## src/wdr_pkg.sv

```systemverilog
`default_nettype none

package wdr_pkg;

  // CPU clock and the half clock unit used for reset pulse timing.
  localparam int CLK_PERIOD_NS = 20;
  localparam int TCL_NS        = CLK_PERIOD_NS / 2;

  // Reset pulse thresholds, in half clock units as printed.
  localparam int DETECT_MIN_TCL = 4;
  localparam int SHORT_MAX_TCL  = 1038;
  localparam int INT_SEQ_TCL    = 1024;

  // Least times round up to whole cycles, longest times round down.
  function automatic int tcl_cyc_up(input int half_clock_unit);
    int c;
    c = (half_clock_unit * TCL_NS + CLK_PERIOD_NS - 1) / CLK_PERIOD_NS;
    return (c < 1) ? 1 : c;
  endfunction

  function automatic int tcl_cyc_dn(input int half_clock_unit);
    int c;
    c = (half_clock_unit * TCL_NS) / CLK_PERIOD_NS;
    return (c < 1) ? 1 : c;
  endfunction

  localparam int LOW_CNT_W = 11;
  localparam logic [LOW_CNT_W-1:0] DETECT_MIN_CYC = LOW_CNT_W'(tcl_cyc_up(DETECT_MIN_TCL));
  localparam logic [LOW_CNT_W-1:0] SHORT_MAX_CYC  = LOW_CNT_W'(tcl_cyc_dn(SHORT_MAX_TCL));
  localparam logic [LOW_CNT_W-1:0] LOW_CNT_MAX    = 11'h7ff;
  localparam logic [9:0]           SEQ_CYC        = 10'(tcl_cyc_up(INT_SEQ_TCL));
  // Release of the pull to a settled synchronised pin level.
  localparam logic [2:0]           SETTLE_CYC     = 3'h5;

  // Watchdog prescaler and counter.
  localparam int         DIV_FAST      = 2;
  localparam int         DIV_SLOW      = 128;
  localparam logic [6:0] PSC_FAST_LAST = 7'(DIV_FAST - 1);
  localparam logic [6:0] PSC_SLOW_LAST = 7'(DIV_SLOW - 1);
  localparam logic [15:0] CNT_MAX      = 16'hffff;
  localparam logic [15:0] CNT_RST      = 16'h0000;
  localparam logic [7:0]  RELOAD_RST   = 8'h00;
  localparam logic        PSEL_RST     = 1'h0;

  // Register map: the control register index times four is its byte address.
  localparam logic [31:0] CTRL_INDEX = 32'h0000_ffae;
  localparam logic [31:0] CTRL_ADDR  = CTRL_INDEX * 32'h0000_0004;
  localparam logic [31:0] STAT_ADDR  = 32'h0003_fec0;
  localparam logic [31:0] MASK_ADDR  = 32'h0003_fec4;
  localparam logic [31:0] CNT_ADDR   = 32'h0003_fec8;

  // Control register fields.
  localparam int RELOAD_LSB = 8;
  localparam int PON_BIT    = 5;
  localparam int LONG_BIT   = 4;
  localparam int SHORT_BIT  = 3;
  localparam int SW_BIT     = 2;
  localparam int OVF_BIT    = 1;
  localparam int PSEL_BIT   = 0;

  // Flag patterns per reset source, laid out as control bits 5..0.
  localparam logic [5:0] PAT_PON   = 6'h3c;
  localparam logic [5:0] PAT_LONG  = 6'h1c;
  localparam logic [5:0] PAT_SHORT = 6'h0c;
  localparam logic [5:0] PAT_SW    = 6'h04;
  localparam logic [5:0] PAT_WDT   = 6'h06;
  localparam logic [5:0] OVF_MASK  = 6'h02;

  // Interrupt status and mask layout.
  localparam int IRQ_W     = 4;
  localparam int IRQ_WDT   = 0;
  localparam int IRQ_SW    = 1;
  localparam int IRQ_SHORT = 2;
  localparam int IRQ_LONG  = 3;
  localparam logic [IRQ_W-1:0] IRQ_RST = 4'h0;

  typedef enum logic [2:0] {
    S_IDLE, S_PIN_LOW, S_SEQ, S_SETTLE, S_EXTEND
  } wdr_state_t;

  typedef enum logic [1:0] {
    SRC_PIN, SRC_SW, SRC_WDT
  } wdr_src_t;

endpackage

`default_nettype wire

```

## src/wdr_top.sv

```systemverilog
// Local design decision: register access over AHB-Lite.
`timescale 1ns/10ps
`default_nettype none

// Function
// - Watchdog runs after every reset; disable only accepted before end of init.
// - Counter overflow starts internal reset and drives reset output pin low.
// - Counter ticks at clock over 2 when prescale select is 0, else 128.
// - 16-bit counter; service loads high byte from reload value field.
// - Overflow time is 512 clocks times (1 + select*63) times (256 - reload).
// - Overflow flag set on overflow, cleared by pin reset or service.
// - Software reset instruction sets the software flag.
// - End of init clears all flags; before it several flags may coexist.
// - Bus writes never alter any reset indication flag.
// - Each reset source sets its own documented set of flags.
// - Control layout: reload 15:8, flags 5:1, prescale select bit 0.
// - Pin still low after internal sequence turns the reset into a long one.
// - Pin low longer than 1038 half clocks is a long pin reset.
// - Pin low over 4 and up to 1038 half clocks is a short reset.
// - Pin low enters reset at once: outputs low, holds cancelled, bus aborted, pins idle.
// - Reset mode pin sampled while pin low; low selects asynchronous handling.
module wdr_top
  import wdr_pkg::*;
(
  // Clock and power-on reset.
  input  wire logic        clk_i,
  input  wire logic        reset_n_i,
  // AHB-Lite slave.
  input  wire logic        hsel_i,
  input  wire logic [31:0] haddr_i,
  input  wire logic [1:0]  htrans_i,
  input  wire logic        hwrite_i,
  input  wire logic [2:0]  hsize_i,
  input  wire logic [31:0] hwdata_i,
  input  wire logic        hready_i,
  output logic      [31:0] hrdata_o,
  output logic             hreadyout_o,
  output logic             hresp_o,
  // CPU instruction strobes.
  input  wire logic        service_instr_i,
  input  wire logic        software_reset_instr_i,
  input  wire logic        end_of_init_instr_i,
  input  wire logic        disable_instr_i,
  input  wire logic        bidir_reset_en_i,
  // Reset pins.
  input  wire logic        reset_input_pin_n_i,
  output logic             reset_input_pin_o,
  output logic             reset_input_pin_oe_o,
  input  wire logic        reset_mode_pin_i,
  output logic             reset_output_pin_n_o,
  // System reset controls.
  output logic             internal_reset_o,
  output logic             async_reset_mode_o,
  output logic             hold_cancel_o,
  output logic             bus_abort_o,
  output logic             io_hiz_o,
  output logic             configuration_port_pullup_o,
  output logic             irq_o
);

  wdr_state_t           state_r, state_nxt;
  wdr_src_t             src_r;
  logic [2:0]           pin_sync_r, mode_sync_r;
  logic                 pin_lvl_r, mode_lvl_r;
  logic [LOW_CNT_W-1:0] low_cnt_r;
  logic [9:0]           seq_cnt_r;
  logic [2:0]           settle_cnt_r;
  logic                 finish;
  logic                 cls_long, cls_short, cls_sw, cls_wdt;
  logic                 rst_act_r, entry_r, pull_oe_r, async_mode_r;
  logic [5:0]           flags_r, flags_nxt;
  logic [7:0]           reload_r;
  logic                 psel_r, wdt_en_r, end_of_init_instr_r;
  logic [6:0]           psc_r;
  logic [15:0]          cnt_r;
  logic                 instr_ok, run, tick, ovf;
  logic                 wr_pend_r, rd_pend_r;
  logic [31:0]          addr_r, hrdata_r, rdata_c;
  logic                 wr_ctrl, wr_stat, wr_mask;
  logic [IRQ_W-1:0]     stat_r, mask_r, irq_evt;

  // Pin synchronisers: a level counts once the second and third stages agree.
  always_ff @(posedge clk_i or negedge reset_n_i) begin
    if (!reset_n_i) begin
      pin_sync_r  <= 3'h7;
      mode_sync_r <= 3'h7;
      pin_lvl_r   <= 1'h1;
      mode_lvl_r  <= 1'h1;
    end else begin
      pin_sync_r  <= {pin_sync_r[1:0], reset_input_pin_n_i};
      mode_sync_r <= {mode_sync_r[1:0], reset_mode_pin_i};
      if (pin_sync_r[1] == pin_sync_r[2]) begin
        pin_lvl_r <= pin_sync_r[2];
      end
      if (mode_sync_r[1] == mode_sync_r[2]) begin
        mode_lvl_r <= mode_sync_r[2];
      end
    end
  end

  // Reset sequencer; pin reset wins over a same-cycle overflow or software reset.
  always_comb begin
    state_nxt = state_r;
    finish    = 1'h0;
    unique case (state_r)
      S_IDLE: begin
        if (!pin_lvl_r) begin
          state_nxt = S_PIN_LOW;
        end else if (ovf || (instr_ok && software_reset_instr_i)) begin
          state_nxt = S_SEQ;
        end
      end
      S_PIN_LOW: begin
        if (pin_lvl_r) begin
          if (low_cnt_r <= DETECT_MIN_CYC) begin
            state_nxt = S_IDLE;
          end else if (low_cnt_r > SHORT_MAX_CYC) begin
            state_nxt = S_IDLE;
            finish    = 1'h1;
          end else begin
            state_nxt = S_SEQ;
          end
        end
      end
      S_SEQ: begin
        if (seq_cnt_r >= SEQ_CYC) begin
          state_nxt = S_SETTLE;
        end
      end
      S_SETTLE: begin
        if (settle_cnt_r == SETTLE_CYC) begin
          if (!pin_lvl_r) begin
            state_nxt = S_EXTEND;
          end else begin
            state_nxt = S_IDLE;
            finish    = 1'h1;
          end
        end
      end
      S_EXTEND: begin
        if (pin_lvl_r) begin
          state_nxt = S_IDLE;
          finish    = 1'h1;
        end
      end
    endcase
  end

  // Classification at the end of a reset; an extended one always reads as long.
  assign cls_long  = finish && (state_r == S_PIN_LOW || state_r == S_EXTEND);
  assign cls_short = finish && state_r == S_SETTLE && src_r == SRC_PIN;
  assign cls_sw    = finish && state_r == S_SETTLE && src_r == SRC_SW;
  assign cls_wdt   = finish && state_r == S_SETTLE && src_r == SRC_WDT;

  // State and source registers.
  always_ff @(posedge clk_i or negedge reset_n_i) begin
    if (!reset_n_i) begin
      state_r <= S_IDLE;
      src_r   <= SRC_PIN;
    end else begin
      state_r <= state_nxt;
      if (state_r == S_IDLE && state_nxt != S_IDLE) begin
        src_r <= !pin_lvl_r ? SRC_PIN : (ovf ? SRC_WDT : SRC_SW);
      end
    end
  end

  // Sequence timers: pulse length, internal sequence and pin settling.
  always_ff @(posedge clk_i or negedge reset_n_i) begin
    if (!reset_n_i) begin
      low_cnt_r    <= '0;
      seq_cnt_r    <= '0;
      settle_cnt_r <= '0;
    end else begin
      if (state_r == S_IDLE) begin
        low_cnt_r <= {{(LOW_CNT_W-1){1'h0}}, !pin_lvl_r};
      end else if (state_r == S_PIN_LOW && !pin_lvl_r && low_cnt_r != LOW_CNT_MAX) begin
        low_cnt_r <= low_cnt_r + 1'h1;
      end
      if (state_r == S_IDLE) begin
        seq_cnt_r <= '0;
      end else if (seq_cnt_r != SEQ_CYC) begin
        seq_cnt_r <= seq_cnt_r + 1'h1;
      end
      if (state_r == S_SETTLE) begin
        settle_cnt_r <= settle_cnt_r + 1'h1;
      end else begin
        settle_cnt_r <= '0;
      end
    end
  end

  // Pin-facing controls, registered so they never glitch.
  always_ff @(posedge clk_i or negedge reset_n_i) begin
    if (!reset_n_i) begin
      rst_act_r    <= 1'h1;
      entry_r      <= 1'h0;
      pull_oe_r    <= 1'h0;
      async_mode_r <= 1'h1;
    end else begin
      rst_act_r <= (state_nxt != S_IDLE);
      entry_r   <= (state_r == S_IDLE && state_nxt != S_IDLE);
      pull_oe_r <= bidir_reset_en_i && (state_nxt == S_SEQ);
      // The mode pin is followed for as long as the reset pin reads low, whoever pulls it.
      if (state_r != S_IDLE && !pin_lvl_r) begin
        async_mode_r <= !mode_lvl_r;
      end
    end
  end

  assign reset_output_pin_n_o        = !rst_act_r;
  assign internal_reset_o            = rst_act_r;
  assign io_hiz_o                    = rst_act_r;
  assign configuration_port_pullup_o = rst_act_r;
  assign hold_cancel_o               = entry_r;
  assign bus_abort_o                 = entry_r;
  assign reset_input_pin_o           = 1'h0;
  assign reset_input_pin_oe_o        = pull_oe_r;
  assign async_reset_mode_o          = async_mode_r;

  // Instructions only act while the CPU runs, that is outside a reset.
  assign instr_ok = (state_r == S_IDLE);

  // Flags: clears are applied first, so a same-cycle set always wins.
  always_comb begin
    flags_nxt = flags_r;
    if (instr_ok && service_instr_i) begin
      flags_nxt[OVF_BIT] = 1'h0;
    end
    if (instr_ok && end_of_init_instr_i) begin
      flags_nxt = '0;
    end
    if (cls_long) begin
      flags_nxt = (flags_nxt & ~OVF_MASK) | PAT_LONG;
    end
    if (cls_short) begin
      flags_nxt = (flags_nxt & ~OVF_MASK) | PAT_SHORT;
    end
    if (cls_sw) begin
      flags_nxt = flags_nxt | PAT_SW;
    end
    if (cls_wdt) begin
      flags_nxt = flags_nxt | PAT_WDT;
    end
  end

  // The flags have no bus write path at all; only events above change them.
  always_ff @(posedge clk_i or negedge reset_n_i) begin
    if (!reset_n_i) begin
      flags_r <= PAT_PON;
    end else begin
      flags_r <= flags_nxt;
    end
  end

  // Watchdog enable; an internal reset re-arms it and reopens the disable window.
  always_ff @(posedge clk_i or negedge reset_n_i) begin
    if (!reset_n_i) begin
      wdt_en_r <= 1'h1;
      end_of_init_instr_r  <= 1'h0;
    end else if (finish) begin
      wdt_en_r <= 1'h1;
      end_of_init_instr_r  <= 1'h0;
    end else if (instr_ok) begin
      if (end_of_init_instr_i) begin
        end_of_init_instr_r <= 1'h1;
      end
      if (disable_instr_i && !end_of_init_instr_r) begin
        wdt_en_r <= 1'h0;
      end
    end
  end

  // Control fields; an internal reset restores their reset values.
  always_ff @(posedge clk_i or negedge reset_n_i) begin
    if (!reset_n_i) begin
      reload_r <= RELOAD_RST;
      psel_r   <= PSEL_RST;
    end else if (finish) begin
      reload_r <= RELOAD_RST;
      psel_r   <= PSEL_RST;
    end else if (wr_ctrl) begin
      reload_r <= hwdata_i[RELOAD_LSB +: 8];
      psel_r   <= hwdata_i[PSEL_BIT];
    end
  end

  // Prescaler tick and overflow; the counter halts while a reset runs.
  assign run  = instr_ok && wdt_en_r;
  assign tick = run && (psc_r == (psel_r ? PSC_SLOW_LAST : PSC_FAST_LAST));
  assign ovf  = tick && (cnt_r == CNT_MAX);

  // Counter counts up from reload:00, giving (256 - reload) * 256 ticks.
  always_ff @(posedge clk_i or negedge reset_n_i) begin
    if (!reset_n_i) begin
      psc_r <= '0;
      cnt_r <= CNT_RST;
    end else if (finish) begin
      psc_r <= '0;
      cnt_r <= CNT_RST;
    end else if (instr_ok && service_instr_i) begin
      psc_r <= '0;
      cnt_r <= {reload_r, 8'h00};
    end else if (run) begin
      psc_r <= tick ? 7'h00 : psc_r + 1'h1;
      if (tick) begin
        cnt_r <= cnt_r + 1'h1;
      end
    end
  end

  // Bus address phase capture; a read takes one wait state to fetch data.
  always_ff @(posedge clk_i or negedge reset_n_i) begin
    if (!reset_n_i) begin
      wr_pend_r <= 1'h0;
      rd_pend_r <= 1'h0;
      addr_r    <= '0;
    end else if (hready_i) begin
      wr_pend_r <= hsel_i && htrans_i[1] && hwrite_i;
      rd_pend_r <= hsel_i && htrans_i[1] && !hwrite_i;
      addr_r    <= haddr_i;
    end else begin
      rd_pend_r <= 1'h0;
    end
  end

  assign wr_ctrl = wr_pend_r && (addr_r == CTRL_ADDR);
  assign wr_stat = wr_pend_r && (addr_r == STAT_ADDR);
  assign wr_mask = wr_pend_r && (addr_r == MASK_ADDR);

  // Read decode; unmapped addresses read as zero.
  always_comb begin
    rdata_c = '0;
    if (addr_r == CTRL_ADDR) begin
      rdata_c[15:0] = {reload_r, 2'h0, flags_r[5:1], psel_r};
    end else if (addr_r == STAT_ADDR) begin
      rdata_c[IRQ_W-1:0] = stat_r;
    end else if (addr_r == MASK_ADDR) begin
      rdata_c[IRQ_W-1:0] = mask_r;
    end else if (addr_r == CNT_ADDR) begin
      rdata_c[15:0] = cnt_r;
    end
  end

  // Read data register, loaded during the wait state.
  always_ff @(posedge clk_i or negedge reset_n_i) begin
    if (!reset_n_i) begin
      hrdata_r <= '0;
    end else if (rd_pend_r) begin
      hrdata_r <= rdata_c;
    end
  end

  assign hrdata_o    = hrdata_r;
  assign hreadyout_o = !rd_pend_r;
  assign hresp_o     = 1'h0;

  // Interrupt events, one per completed reset class.
  always_comb begin
    irq_evt            = '0;
    irq_evt[IRQ_WDT]   = cls_wdt;
    irq_evt[IRQ_SW]    = cls_sw;
    irq_evt[IRQ_SHORT] = cls_short;
    irq_evt[IRQ_LONG]  = cls_long;
  end

  // Sticky status cleared by writing ones; a new event beats the clear.
  always_ff @(posedge clk_i or negedge reset_n_i) begin
    if (!reset_n_i) begin
      stat_r <= IRQ_RST;
      mask_r <= IRQ_RST;
    end else begin
      stat_r <= (stat_r & ~(wr_stat ? hwdata_i[IRQ_W-1:0] : IRQ_RST)) | irq_evt;
      if (wr_mask) begin
        mask_r <= hwdata_i[IRQ_W-1:0];
      end
    end
  end

  assign irq_o = |(stat_r & mask_r);

endmodule

`default_nettype wire

```

## config.mk

```make
export PLATFORM = sky130hd
export DESIGN_NAME = wdr_top
export DESIGN_NICKNAME = d
export VERILOG_FILES = /design/src/wdr_pkg.sv /design/src/wdr_top.sv
export SDC_FILE = /design/constraint.sdc
export NUM_CORES = 1
export LEC_CHECK = 0
export ABC_CLOCK_PERIOD_IN_PS = 2830
export BUFFER_PORTS_ARGS = -buffer_cell sky130_fd_sc_hd__buf_4
export CAP_MARGIN = 20
export CORE_ASPECT_RATIO = 0.7
export CORE_UTILIZATION = 55
export DETAILED_ROUTE_END_ITERATION = 8
export PLACE_DENSITY = 0.79
export SLEW_MARGIN = 20
export SYNTH_ARGS = -nofsm -noshare
export SYNTH_HDL_FRONTEND = slang
export SYNTH_SLANG_ARGS = --single-unit
```

## constraint.sdc

```tcl
create_clock -name clk_i -period 2.83 [get_ports clk_i]
set_clock_uncertainty 0.2 [all_clocks]
set_input_delay 0.566 -clock clk_i [delete_from_list [all_inputs] [get_ports clk_i]]
set_output_delay 0.566 -clock clk_i [all_outputs]
set_load 0.1 [all_outputs]
```

Yosys cells after proc, flatten, opt, wreduce, memory -nomap -nowiden
Index checks and enable logic that the tools add are counted.
{ "word_totals": {"input_bits": 81, "ff_bits": 139, "word_cells": 161} }
{ "classes": {"muxes": 56, "bitwise": 4, "magnitude_cmp": 3, "addsub": 5, "n_eq_ne": 18, "n_reduce_logical": 48} }
{ "ops": {"columns": ["op", "count"], "rows": [
  ["$eq A32 B18 Y1 const B", 4],
  ["$mux W16", 6],
  ["$mux W7", 5],
  ["$mux W3", 10],
  ["$mux W12", 2],
  ["$logic_and A1 B1 Y1", 23],
  ["$mux W11", 2],
  ["$mux W10", 2],
  ["$add A16 B1 Y16 const B", 1],
  ["$eq A16 B16 Y1 const B", 1],
  ["$mux W4", 4],
  ["$mux W8", 2],
  ["$mux W1", 15],
  ["$pmux W3 S5", 1],
  ["$reduce_bool A2 Y1", 6],
  ["$reduce_bool A3 Y1", 4],
  ["$add A11 B1 Y11 const B", 1],
  ["$gt A11 B10 Y1 const B", 1],
  ["$le A11 B2 Y1 const B", 1],
  ["$ne A11 B11 Y1 const B", 1],
  ["$add A10 B1 Y10 const B", 1],
  ["$ge A10 B10 Y1 const B", 1],
  ["$ne A10 B10 Y1 const B", 1],
  ["$eq A3 B2 Y1 const B", 3],
  ["22 further kinds", 36]
]} }

Depth between registers and ports, before layout
Gate-level depths: netlist of the first run.
{ "logic_depth": {"word_depth": 10, "depth_mapped": 10, "mapped_depth_nobuf": 8} }

Worst setup path before layout of the first run
No wires, ideal clock.
{ "synth_path": {"path_type": "reg-to-output", "from": "reg rd_pend_r", "to": "out hreadyout_o", "path_stages_with_launch": 3, "n_path_buf": 1, "t_arrival_ps": 1577, "setup_slack_ps": 487, "path_cell_list": "dfrtp_1 inv_1 clkbuf_1"} }
{ "synth_via": {"elab_chain_cells": 1} }
{ "synth_lines": {"columns": ["item", "line", "text"], "rows": [
  ["start: declaration", "wdr_top.sv:77", "logic wr_pend_r, rd_pend_r;"],
  ["start signal: assignment", "wdr_top.sv:320", "rd_pend_r <= hsel_i && htrans_i[1] && !hwrite_i;"],
  ["$logic_not A1 Y1", "wdr_top.sv:355", "assign hreadyout_o = !rd_pend_r;"],
  ["end: declaration", "wdr_top.sv:37", "output logic hreadyout_o,"]
]} }
No other way between the ends.

Final worst setup path of the first run
{ "layout_path": {"from": "reg state_r[0]", "to": "reg cnt_r[10]"} }
{ "layout_via": {"elab_chain_cells": 5, "elab_cells_between_ends": 13, "classes_between": "3 x eq/ne; 3 x mux; 7 x reduce/logical"} }
{ "layout_lines": {"columns": ["item", "line", "text"], "rows": [
  ["start: declaration", "wdr_top.sv:61", "wdr_state_t state_r, state_nxt;"],
  ["start signal: assignment", "wdr_top.sv:161", "state_r <= state_nxt;"],
  ["parallel branches: the longest is 5 deep, another holds $eq A3 B3 Y1", null, null],
  ["end signal: assignment", "wdr_top.sv:303", "cnt_r <= {reload_r, 8'h00};"],
  ["end signal: assignment", "wdr_top.sv:307", "cnt_r <= cnt_r + 1'h1;"],
  ["end: declaration", "wdr_top.sv:75", "logic [15:0] cnt_r;"]
]} }
Parallel ways; which one is timed is not known.
A chain may end at the register's enable or synchronous reset.

==> flow_summary.toml, run 1 <==
[run_status]
status = "complete, no violations"

[clock_tree]
clkTransAtPathRegs_ns = 0.06
h-tree-depth = 4
cts_buffers = 17
cts_sinks = 138
ctsRootBufferMaster = "clkbuf_16"
cts_tree = "yes"
cts_buffer_depth = 2
cts_resized = 0
worstSkewPairLatency_ns = 0.41

[worst_setup_path]
critPathLaunchType = "register"
max_stage_delay_ns = 0.58
r2r_slack_ns = 0.16
crit_fanout = 11
cp.arrival_ns = 2.76
worst-path-stages = 7
r2r-end = "cnt_r[10]"
crit_top_cell = "or3_1"
path_cells = "inv_1 > or3_1 > or3_1 > nand3_1 > buf_4 > nor2_1 > o22a_1"
r2r_start = "state_r[0]"
path_delay_family = "simple AND/OR/NAND/NOR gates"
path_buf_inv = 2
crit_type = "register to register"
slowest_stage = "dfrtp_1"
crit_required_ns = 2.93
reg2regPathDepth = 7
crit_path_end_kind = "register"

[synth]
ys_types = 69
yosys_warnings = 0
synth_ff_type = "dfrtp_1"
synth_edf_count = 0
netlist_top_cells_area = "dfrtp_1, mux2_2, dfstp_2"
syn_avg_cell_area_um2 = 10.7
syn_inst = 626
async_flop_share_pct = 100
ys_ff_latch = 138
synth-seq-area-share_pct = 51.9
yosys.area.top_type = "dfrtp_1"
synth_top_area_share_pct = 46.0
syn_area_um2 = 6690

[placement]
dp.cells = 851
pre_cts_ws_ns = 0.216
place.gp.congestion = 0.805
hpwl_um = 10500
port_buffers = 82

[sta]
maxSlewViolCount = 0
fin_tns_setup_ns = 0
post-route-min-period_ns = 2.67
tightest_slew_ns = 0.589
rsz0062_at_grt = "no"
period_share_pct = 94.3
clock.fmax_ghz = 0.375
setup_viol = 0
worst_hold_slack_ns = 0.0561
finalHoldViolCount = 0
worst_slack_ns = 0.162
relSlewSlack_pct = 60.6

[power]
finalPower_w = 0.00500
vdd_drop_max_mv = 0.455
powerDensity_nw_per_um2 = 622
leakage_nw = 3.69

[die]
ios = 125
initial_core_util_pct = 56.8
die_y_um = 94.3
die_w_um = 134
rows = 33
core_area_um2 = 11800
dieArea_um2 = 12600

[worst_hold_path]
worstHoldPathType = "input pin to register"
hold_path_depth = 1
holdPathEnd = "pin_sync_r[0]"
hold_start = "reset_input_pin_n_i"

[routing]
via_per_inst = 5.69
num_vias = 5031
wire_per_inst_um = 16.9
dr.pass1.iters = 5
routed_wl_um = 14900
dr.first_iter.drc_count = 299
final_antenna_net_count = 0
drc = 0

[finish]
drive_gt1_share_pct = 27.0
final_cells = 884
area_delta_synth_final_pct = 20.1
ff_latch_area_um2 = 3470
multi_input_area_um2 = 2950
n_antenna_cell = 0
fill_cells = 882
nNetsFinal = 803
final_common_cell = "dfrtp_1"
final_cell_mix = "dfrtp_1, buf_4, nor2_1"

[global_routing]
grt_pass1_wl_um = 25100
grtUsageTotal_pct = 25.9
grt_max_degree = 49
grt_pass1_vias = 5054
antenna_found_initial = 0
gr-total-overflow = 0

[job]
drv_cap = 0
[report_power, final]
part,internal [W],switching [W],leakage [nW]
sequential,0.00207,0.0000700,1.69
clock,0.00132,0.000901,0.279
combinational,0.000170,0.000466,1.72
total,0.00356,0.00144,3.69
[repair_timing]
| action | 4_1_cts | 5_1_grt |
|---|---|---|
| hold buffers | 1 | 0 |
| buffers inserted | 0 | 0 |
| endpoints found under the hold margin | 43 | 0 |
[sequential cells by signal, summed over array words and instances, names as in the netlist, 2 cells and up]
signal	cells
seq_cnt_r	10
mode_sync_r	3
settle_cnt_r	3
mask_r	4
low_cnt_r	11
src_r	2
state_r	3
pin_sync_r	3
flags_r	5
addr_r	32
cnt_r	16
hrdata_o	16
psc_r	7
stat_r	4
reload_r	8
[layer usage]
| metal | up-vias | track usage, % | part of all wire [%] |
|---|---|---|---|
| met1 | 2507 | 35.6 | 46 |
| met5 | - | 0 | 0 |
| li1 | 2351 | - | - |
| met4 | 0 | 5.97 | 0.78 |
| met3 | 14 | 7.44 | 6.3 |
| met2 | 159 | 40.5 | 46 |
[worst max path at each step]
| stage | slack (ns) | endpoint | start |
|---|---|---|---|
| CTS | 0.17 | cnt_r[11] | state_r[0] |
| global placement | 0.29 | cnt_r[10] | state_r[0] |
| global route | 0.01 | cnt_r[11] | state_r[0] |
| finish | 0.16 | cnt_r[10] | state_r[0] |
| floorplan | 0.49 | hreadyout_o | rd_pend_r |
| detailed placement | 0.22 | cnt_r[10] | state_r[0] |
[synth_stat cells, drive strengths merged, types with 14 or more instances]
cell type and n:
a21oi 19, buf 29, clkbuf 18, dfrtp 123
dfstp 15, inv 17, mux2 38, mux2i 14
nand2 39, nand3 23, nor2 94, o21ai 15
xor2 23
[metrics by stage]
step / cell area, um^2 / util, %
3_3_place_gp: 7430 / 63.1
3_5_place_dp: 7430 / 63.1
4_1_cts: 8030 / 68.2
6_report: 8030 / 68.2
2_1_floorplan: 6750 / -
5_1_grt: 8030 / 68.2
[worst reg2reg max path, stage by stage (launching register included)]
cell and delay, ns:
dfrtp_1 0.58, inv_1 0.16, or3_1 0.41, or3_1 0.41, nand3_1 0.30, buf_4 0.24
nor2_1 0.06, o22a_1 0.18
[final cells by class]
type	count	area share, %
Timing Repair Buffer	99	9.49
Sequential cell	138	43.2
Clock inverter	14	2.01
Inverter	17	0.795
Clock buffer	18	5.34
Multi-Input combinational cell	441	36.7
Tap cell	157	2.45
[cell families after synthesis]
kind of cell,Yosys count,synth area share (%)
compound gates,86,9.56
xor+xnor,35,4.58
fa+ha+maj,10,1.80
buf+inv,64,5.01
flops,138,51.9
mux,52,8.49
other cells,1,0.0561
simple gates,240,18.6
(Power assumes the default switching activity.)
==> run 2: changes to the inputs <==
--- a/config.mk
+++ b/config.mk
@@ -10,8 +10,10 @@
 export CAP_MARGIN = 20
 export CORE_ASPECT_RATIO = 0.7
 export CORE_UTILIZATION = 55
+export CTS_CLUSTER_DIAMETER = 60
 export DETAILED_ROUTE_END_ITERATION = 8
-export PLACE_DENSITY = 0.79
+export MAX_ROUTING_LAYER = met4
+export PLACE_DENSITY = 0.88
 export SLEW_MARGIN = 20
 export SYNTH_ARGS = -nofsm -noshare
 export SYNTH_HDL_FRONTEND = slang
==> run 2 against run 1 <==
Against the previous run:
- flip-flop and latch count unchanged
- first-iteration DRC count up 48%
- worst hold slack worse by 0.0077 ns
- register-to-register slack better by 0.06 ns
- largest power group unchanged
==> flow_summary.toml, run 2 (synthesis gave the netlist of run 1 again) <==
[run_status]
status = "complete, no violations"

[worst_setup_path]
cp.arrival_ns = 2.75
crit_type = "register to register"
path_delay_family = "compound AO/OA/AOI/OAI gates"
reg2regPathDepth = 6
crit_path_end_kind = "register"
worst-path-stages = 6
max_stage_delay_ns = 0.48
crit_required_ns = 2.97
critPathLaunchType = "register"
path_buf_inv = 0
crit_fanout = 6
path_cells = "nor4_2 > o2111ai_2 > or3_4 > o41ai_4 > o31a_2 > mux2i_1"
slowest_stage = "dfrtp_1"

[routing]
wire_per_inst_um = 16.9
routed_wl_um = 14900
drc = 0
via_per_inst = 5.87
dr.pass1.iters = 5
dr.first_iter.drc_count = 444
num_vias = 5164
final_antenna_net_count = 0

[power]
intPower_w = 0.00363
leakage_nw = 3.67
combPwrFrac_pct = 12.6
pwr-share-clk_pct = 44.7
vdd_drop_max_mv = 0.461
seqPwrFrac_pct = 42.6
powerDensity_nw_per_um2 = 626
switching_share_pct = 27.7
finalPower_w = 0.00503
p_sw_w = 0.00139

[finish]
final_common_cell = "dfrtp_1"
top_register = "addr_r"
multi_input_area_um2 = 2950
drive_gt1_share_pct = 26.6
ff_latch_area_um2 = 3470
n_antenna_cell = 0
largest_register_ffs = 32
nNetsFinal = 799
area_delta_synth_final_pct = 19.9
fin_util_pct = 68.2
fill_cells = 818
final_cell_mix = "dfrtp_1, nor2_1, buf_4"

[clock_tree]
cts_buffers = 17
worstSkewPairLatency_ns = 0.42
cts_tree = "yes"
cts_sinks = 138
cts_buffer_depth = 2
h-tree-depth = 4
ctsRootBufferMaster = "clkbuf_16"
clkTransAtPathRegs_ns = 0.06
cts_setup_buffers = 0

[placement]
place.gp.congestion = 0.866
port_buffers = 82
hpwl_um = 10500

[global_routing]
grt_pass1_wl_um = 24200
gr-total-overflow = 0
grtUsageTotal_pct = 25.9
antenna_found_initial = 0
grt_max_degree = 65
grt_pass1_vias = 4918

[die]
initial_core_util_pct = 56.8
core_area_um2 = 11800
rows = 33
ios = 125
dieArea_um2 = 12600
die_w_um = 134
die_y_um = 94.3

[sta]
rsz0062_at_grt = "no"
setup_viol = 0
clock.fmax_ghz = 0.383
period_share_pct = 92.3
post-route-min-period_ns = 2.61
relSlewSlack_pct = 60.7
worst_hold_slack_ns = 0.0485
tightest_slew_ns = 0.585
finalHoldViolCount = 0
fin_tns_setup_ns = 0
maxSlewViolCount = 0

[worst_hold_path]
worstHoldPathType = "input pin to register"
hold_path_depth = 1

[job]
drv_cap = 0
## run 2: cell types whose count changed in the layout (fill, tap and decap cells not counted), sizes merged
cell      change
inv           -3
bufinv        +1
clkinv        +1
buf           -4
clkinvlp      +1
## run 2: timing repair
action / in CTS / in global routing
endpoints found under the hold margin: 46 / 0
hold buffers: 1 / 0
gates resized for setup: 0 / 0
## run 2: final cells by class
cell class / instances / share of cell area (%)
Tap cell: 157 / 2.45
Clock buffer: 18 / 5.35
Clock inverter: 14 / 2.12
Timing Repair Buffer: 95 / 9.28
Multi-Input combinational cell: 441 / 36.7
Sequential cell: 138 / 43.3
Inverter: 17 / 0.796
## run 2: stage by stage
step	instances	area, um^2	setup WS [ns]
global route	880	8020	0.123
finish	880	8020	0.217
detailed placement	847	7410	0.260
global placement	847	7410	0.309
floorplan	643	6750	0.487
CTS	880	8020	0.257
## run 2: routing by layer
metal | share of wire, % | global-route usage (%) | up-vias
met1 | 43 | 33.7 | 2522
met3 | 8.6 | 7.66 | 37
li1 | - | - | 2348
met4 | 2.1 | 10.1 | 0
met5 | 0 | - | -
met2 | 46 | 38.1 | 257
## run 2: power by group through the flow
stage | registers [W] | clock network (W) | logic, W
2_1_floorplan | 0.00238 | 0 | 0.000251
3_5_place_dp | 0.00218 | 0 | 0.000637
5_1_grt | 0.00215 | 0.00236 | 0.000670
4_1_cts | 0.00214 | 0.00227 | 0.000639
6_report | 0.00214 | 0.00225 | 0.000635
3_3_place_gp | 0.00217 | 0 | 0.000624
## run 2: worst paths after layout
kind                                          start       endpoint  slack, ns
worst max-delay path                         psel_r       src_r[0]       0.22
worst min-delay path            reset_input_pin_n_i  pin_sync_r[0]       0.05
worst max register to register               psel_r       src_r[0]       0.22
worst min register to register        pin_sync_r[0]  pin_sync_r[1]       0.16
max in group asynchronous                 reset_n_i      pin_lvl_r       1.21
min in group asynchronous                 reset_n_i    bus_abort_o       0.46
==> run 3: changes to the inputs <==
--- a/config.mk
+++ b/config.mk
@@ -5,7 +5,7 @@
 export SDC_FILE = /design/constraint.sdc
 export NUM_CORES = 1
 export LEC_CHECK = 0
-export ABC_CLOCK_PERIOD_IN_PS = 2830
+export ABC_CLOCK_PERIOD_IN_PS = 2840
 export BUFFER_PORTS_ARGS = -buffer_cell sky130_fd_sc_hd__buf_4
 export CAP_MARGIN = 20
 export CORE_ASPECT_RATIO = 0.7
==> constraint.sdc (replaced) <==
create_clock -name clk_i -period 2.84 [get_ports clk_i]
set_clock_uncertainty 0.2 [all_clocks]
set_input_delay 0.568 -clock clk_i [delete_from_list [all_inputs] [get_ports clk_i]]
set_output_delay 0.568 -clock clk_i [all_outputs]
set_load 0.1 [all_outputs]
==> run 3 against run 2 <==
Against the previous run:
- fmax fell by 1.0%
- worst hold slack improved by 0.0026 ns
- register-to-register slack got worse by 0.02 ns
- sequential power barely moved
- core utilization fell by 0.13 points
- first-iteration DRC count rose by 5.0%
- combinational power barely moved
- global-route usage rose by 0.62 points
- clock power fell by 3%
- flip-flop and latch count did not move
- cell count rose by 0.11%
- critical endpoint is now cnt_r[8]
- largest power group unchanged
==> flow_summary.toml, run 3 (synthesis gave the netlist of run 1 again) <==
[worst_setup_path]
cp.arrival_ns = 2.73
crit_path_end_kind = "register"
crit_fanout = 16
max_stage_delay_ns = 0.59
crit_top_cell = "or3_1"
crit_required_ns = 2.93
crit_type = "register to register"
critPathLaunchType = "register"
slowest_stage = "dfrtp_1"
path_cells = "inv_1 > or3_1 > or3_1 > and3_1 > nand2_2 > o21ai_0"

[routing]
final_antenna_net_count = 0
routed_wl_um = 15100
dr.pass1.iters = 5
num_vias = 5084
via_per_inst = 5.77
dr.first_iter.drc_count = 466
wire_per_inst_um = 17.2
drc = 0

[die]
dieArea_um2 = 12600
die_w_um = 134
ios = 125
rows = 33
initial_core_util_pct = 56.8
die_y_um = 94.3
core_area_um2 = 11800

[clock_tree]
cts_buffers = 17
cts_sinks = 138
worstSkewPairLatency_ns = 0.42
cts_tree = "yes"
cts_setup_buffers = 0
ctsRootBufferMaster = "clkbuf_16"
h-tree-depth = 4
cts_buffer_depth = 2
clkTransAtPathRegs_ns = 0.06

[global_routing]
grt_pass1_wl_um = 24800
gr-total-overflow = 0
grtUsageTotal_pct = 26.5
antenna_found_initial = 0
grt_pass1_vias = 5028
grt_max_degree = 60

[finish]
area_delta_synth_final_pct = 19.7
final_cells = 881
multi_input_area_um2 = 2950
top_register = "addr_r"
ff_latch_area_um2 = 3470
n_antenna_cell = 0
final_common_cell = "dfrtp_1"
final_cell_mix = "dfrtp_1, nor2_1, buf_4"
fill_cells = 857
largest_register_ffs = 32
drive_gt1_share_pct = 26.7
nNetsFinal = 800

[power]
intPower_w = 0.00356
combPwrFrac_pct = 12.8
leakage_nw = 3.68
pwr-share-clk_pct = 44.2
switching_share_pct = 28.3
p_sw_w = 0.00140
seqPwrFrac_pct = 43.0
vdd_drop_max_mv = 0.457
powerDensity_nw_per_um2 = 620

[sta]
fin_tns_setup_ns = 0
period_share_pct = 92.9
finalHoldViolCount = 0
clock.fmax_ghz = 0.379
tightest_slew_ns = 0.550
maxSlewViolCount = 0
relSlewSlack_pct = 63.3
rsz0062_at_grt = "no"
setup_viol = 0
post-route-min-period_ns = 2.64

[job]
drv_cap = 0

[worst_hold_path]
worstHoldPathType = "input pin to register"

[placement]
port_buffers = 82
place.gp.congestion = 0.860
dp.cells = 848
hpwl_um = 10600

[run_status]
status = "complete, no violations"
[run 3: cell types whose count changed in the layout (fill, tap and decap cells not counted), sizes merged]
cell,change
buf,+1
inv,-2
clkbuf,+1
clkinv,+4
bufinv,-1
clkinvlp,-2
[run 3: routing by layer]
metal | share of wire, % | track usage, %
met1 | 43 | 34.3
met2 | 48 | 40.7
met3 | 7.5 | 6.69
met4 | 1.6 | 9.38
met5 | 0 | -
[run 3: stage by stage]
| stage | total power, W | setup slack (ns) | hold slack (ns) | instance area, um^2 | utilization [%] |
|---|---|---|---|---|---|
| 2_1_floorplan | 0.00262 | 0.495 | 0.0724 | 6750 | - |
| 3_3_place_gp | 0.00278 | 0.322 | 0.146 | 7410 | 62.9 |
| 3_5_place_dp | 0.00280 | 0.236 | 0.147 | 7410 | 62.9 |
| 4_1_cts | 0.00499 | 0.217 | 0.0399 | 8010 | 68.0 |
| 5_1_grt | 0.00512 | 0.0603 | 0.0332 | 8010 | 68.0 |
| 6_report | 0.00496 | 0.201 | 0.0511 | 8010 | 68.0 |
[run 3: final cells by class]
| cell class | count | area share, % |
|---|---|---|
| timing repair buffer | 96 | 9.24 |
| inverter | 17 | 0.797 |
| clock inverter | 13 | 1.83 |
| sequential | 138 | 43.4 |
| tap | 157 | 2.45 |
| multi-input combinational | 441 | 36.8 |
| clock buffer | 19 | 5.53 |
[run 3: what timing repair did]
item | CTS | global route
hold endpoints to repair | 54 | 0
hold buffers | 1 | 0
gates resized for setup | 0 | 0
[run 3: worst paths after layout]
check	start	endpoint	slack, ns	cells after the start
setup / recovery	state_r[0]	cnt_r[8]	0.20	6
hold / removal	reset_mode_pin_i	mode_sync_r[0]	0.05	1
setup reg to reg	state_r[0]	cnt_r[8]	0.20	6
hold reg to reg	pin_sync_r[0]	pin_sync_r[1]	0.16	0
max in group asynchronous	reset_n_i	pin_lvl_r	1.19	3
min in group asynchronous	reset_n_i	psc_r[2]	0.49	2
[run 3: critical path: cells and delay by family (launching register included)]
family                 cells  cell delay (ns)
DFF                        1             0.59
AOI/OAI and AO/OA          1             0.14
buffers and inverters      1             0.15
and+or+nand+nor            4             1.43
[run 3: power by group through the flow]
stage / Sequential [W] / Clock, W / Combinational, W
detailed placement: 0.00217 / 0 / 0.000637
global placement: 0.00216 / 0 / 0.000623
global route: 0.00214 / 0.00231 / 0.000672
finish: 0.00213 / 0.00219 / 0.000637
floorplan: 0.00237 / 0 / 0.000250
CTS: 0.00213 / 0.00221 / 0.000642
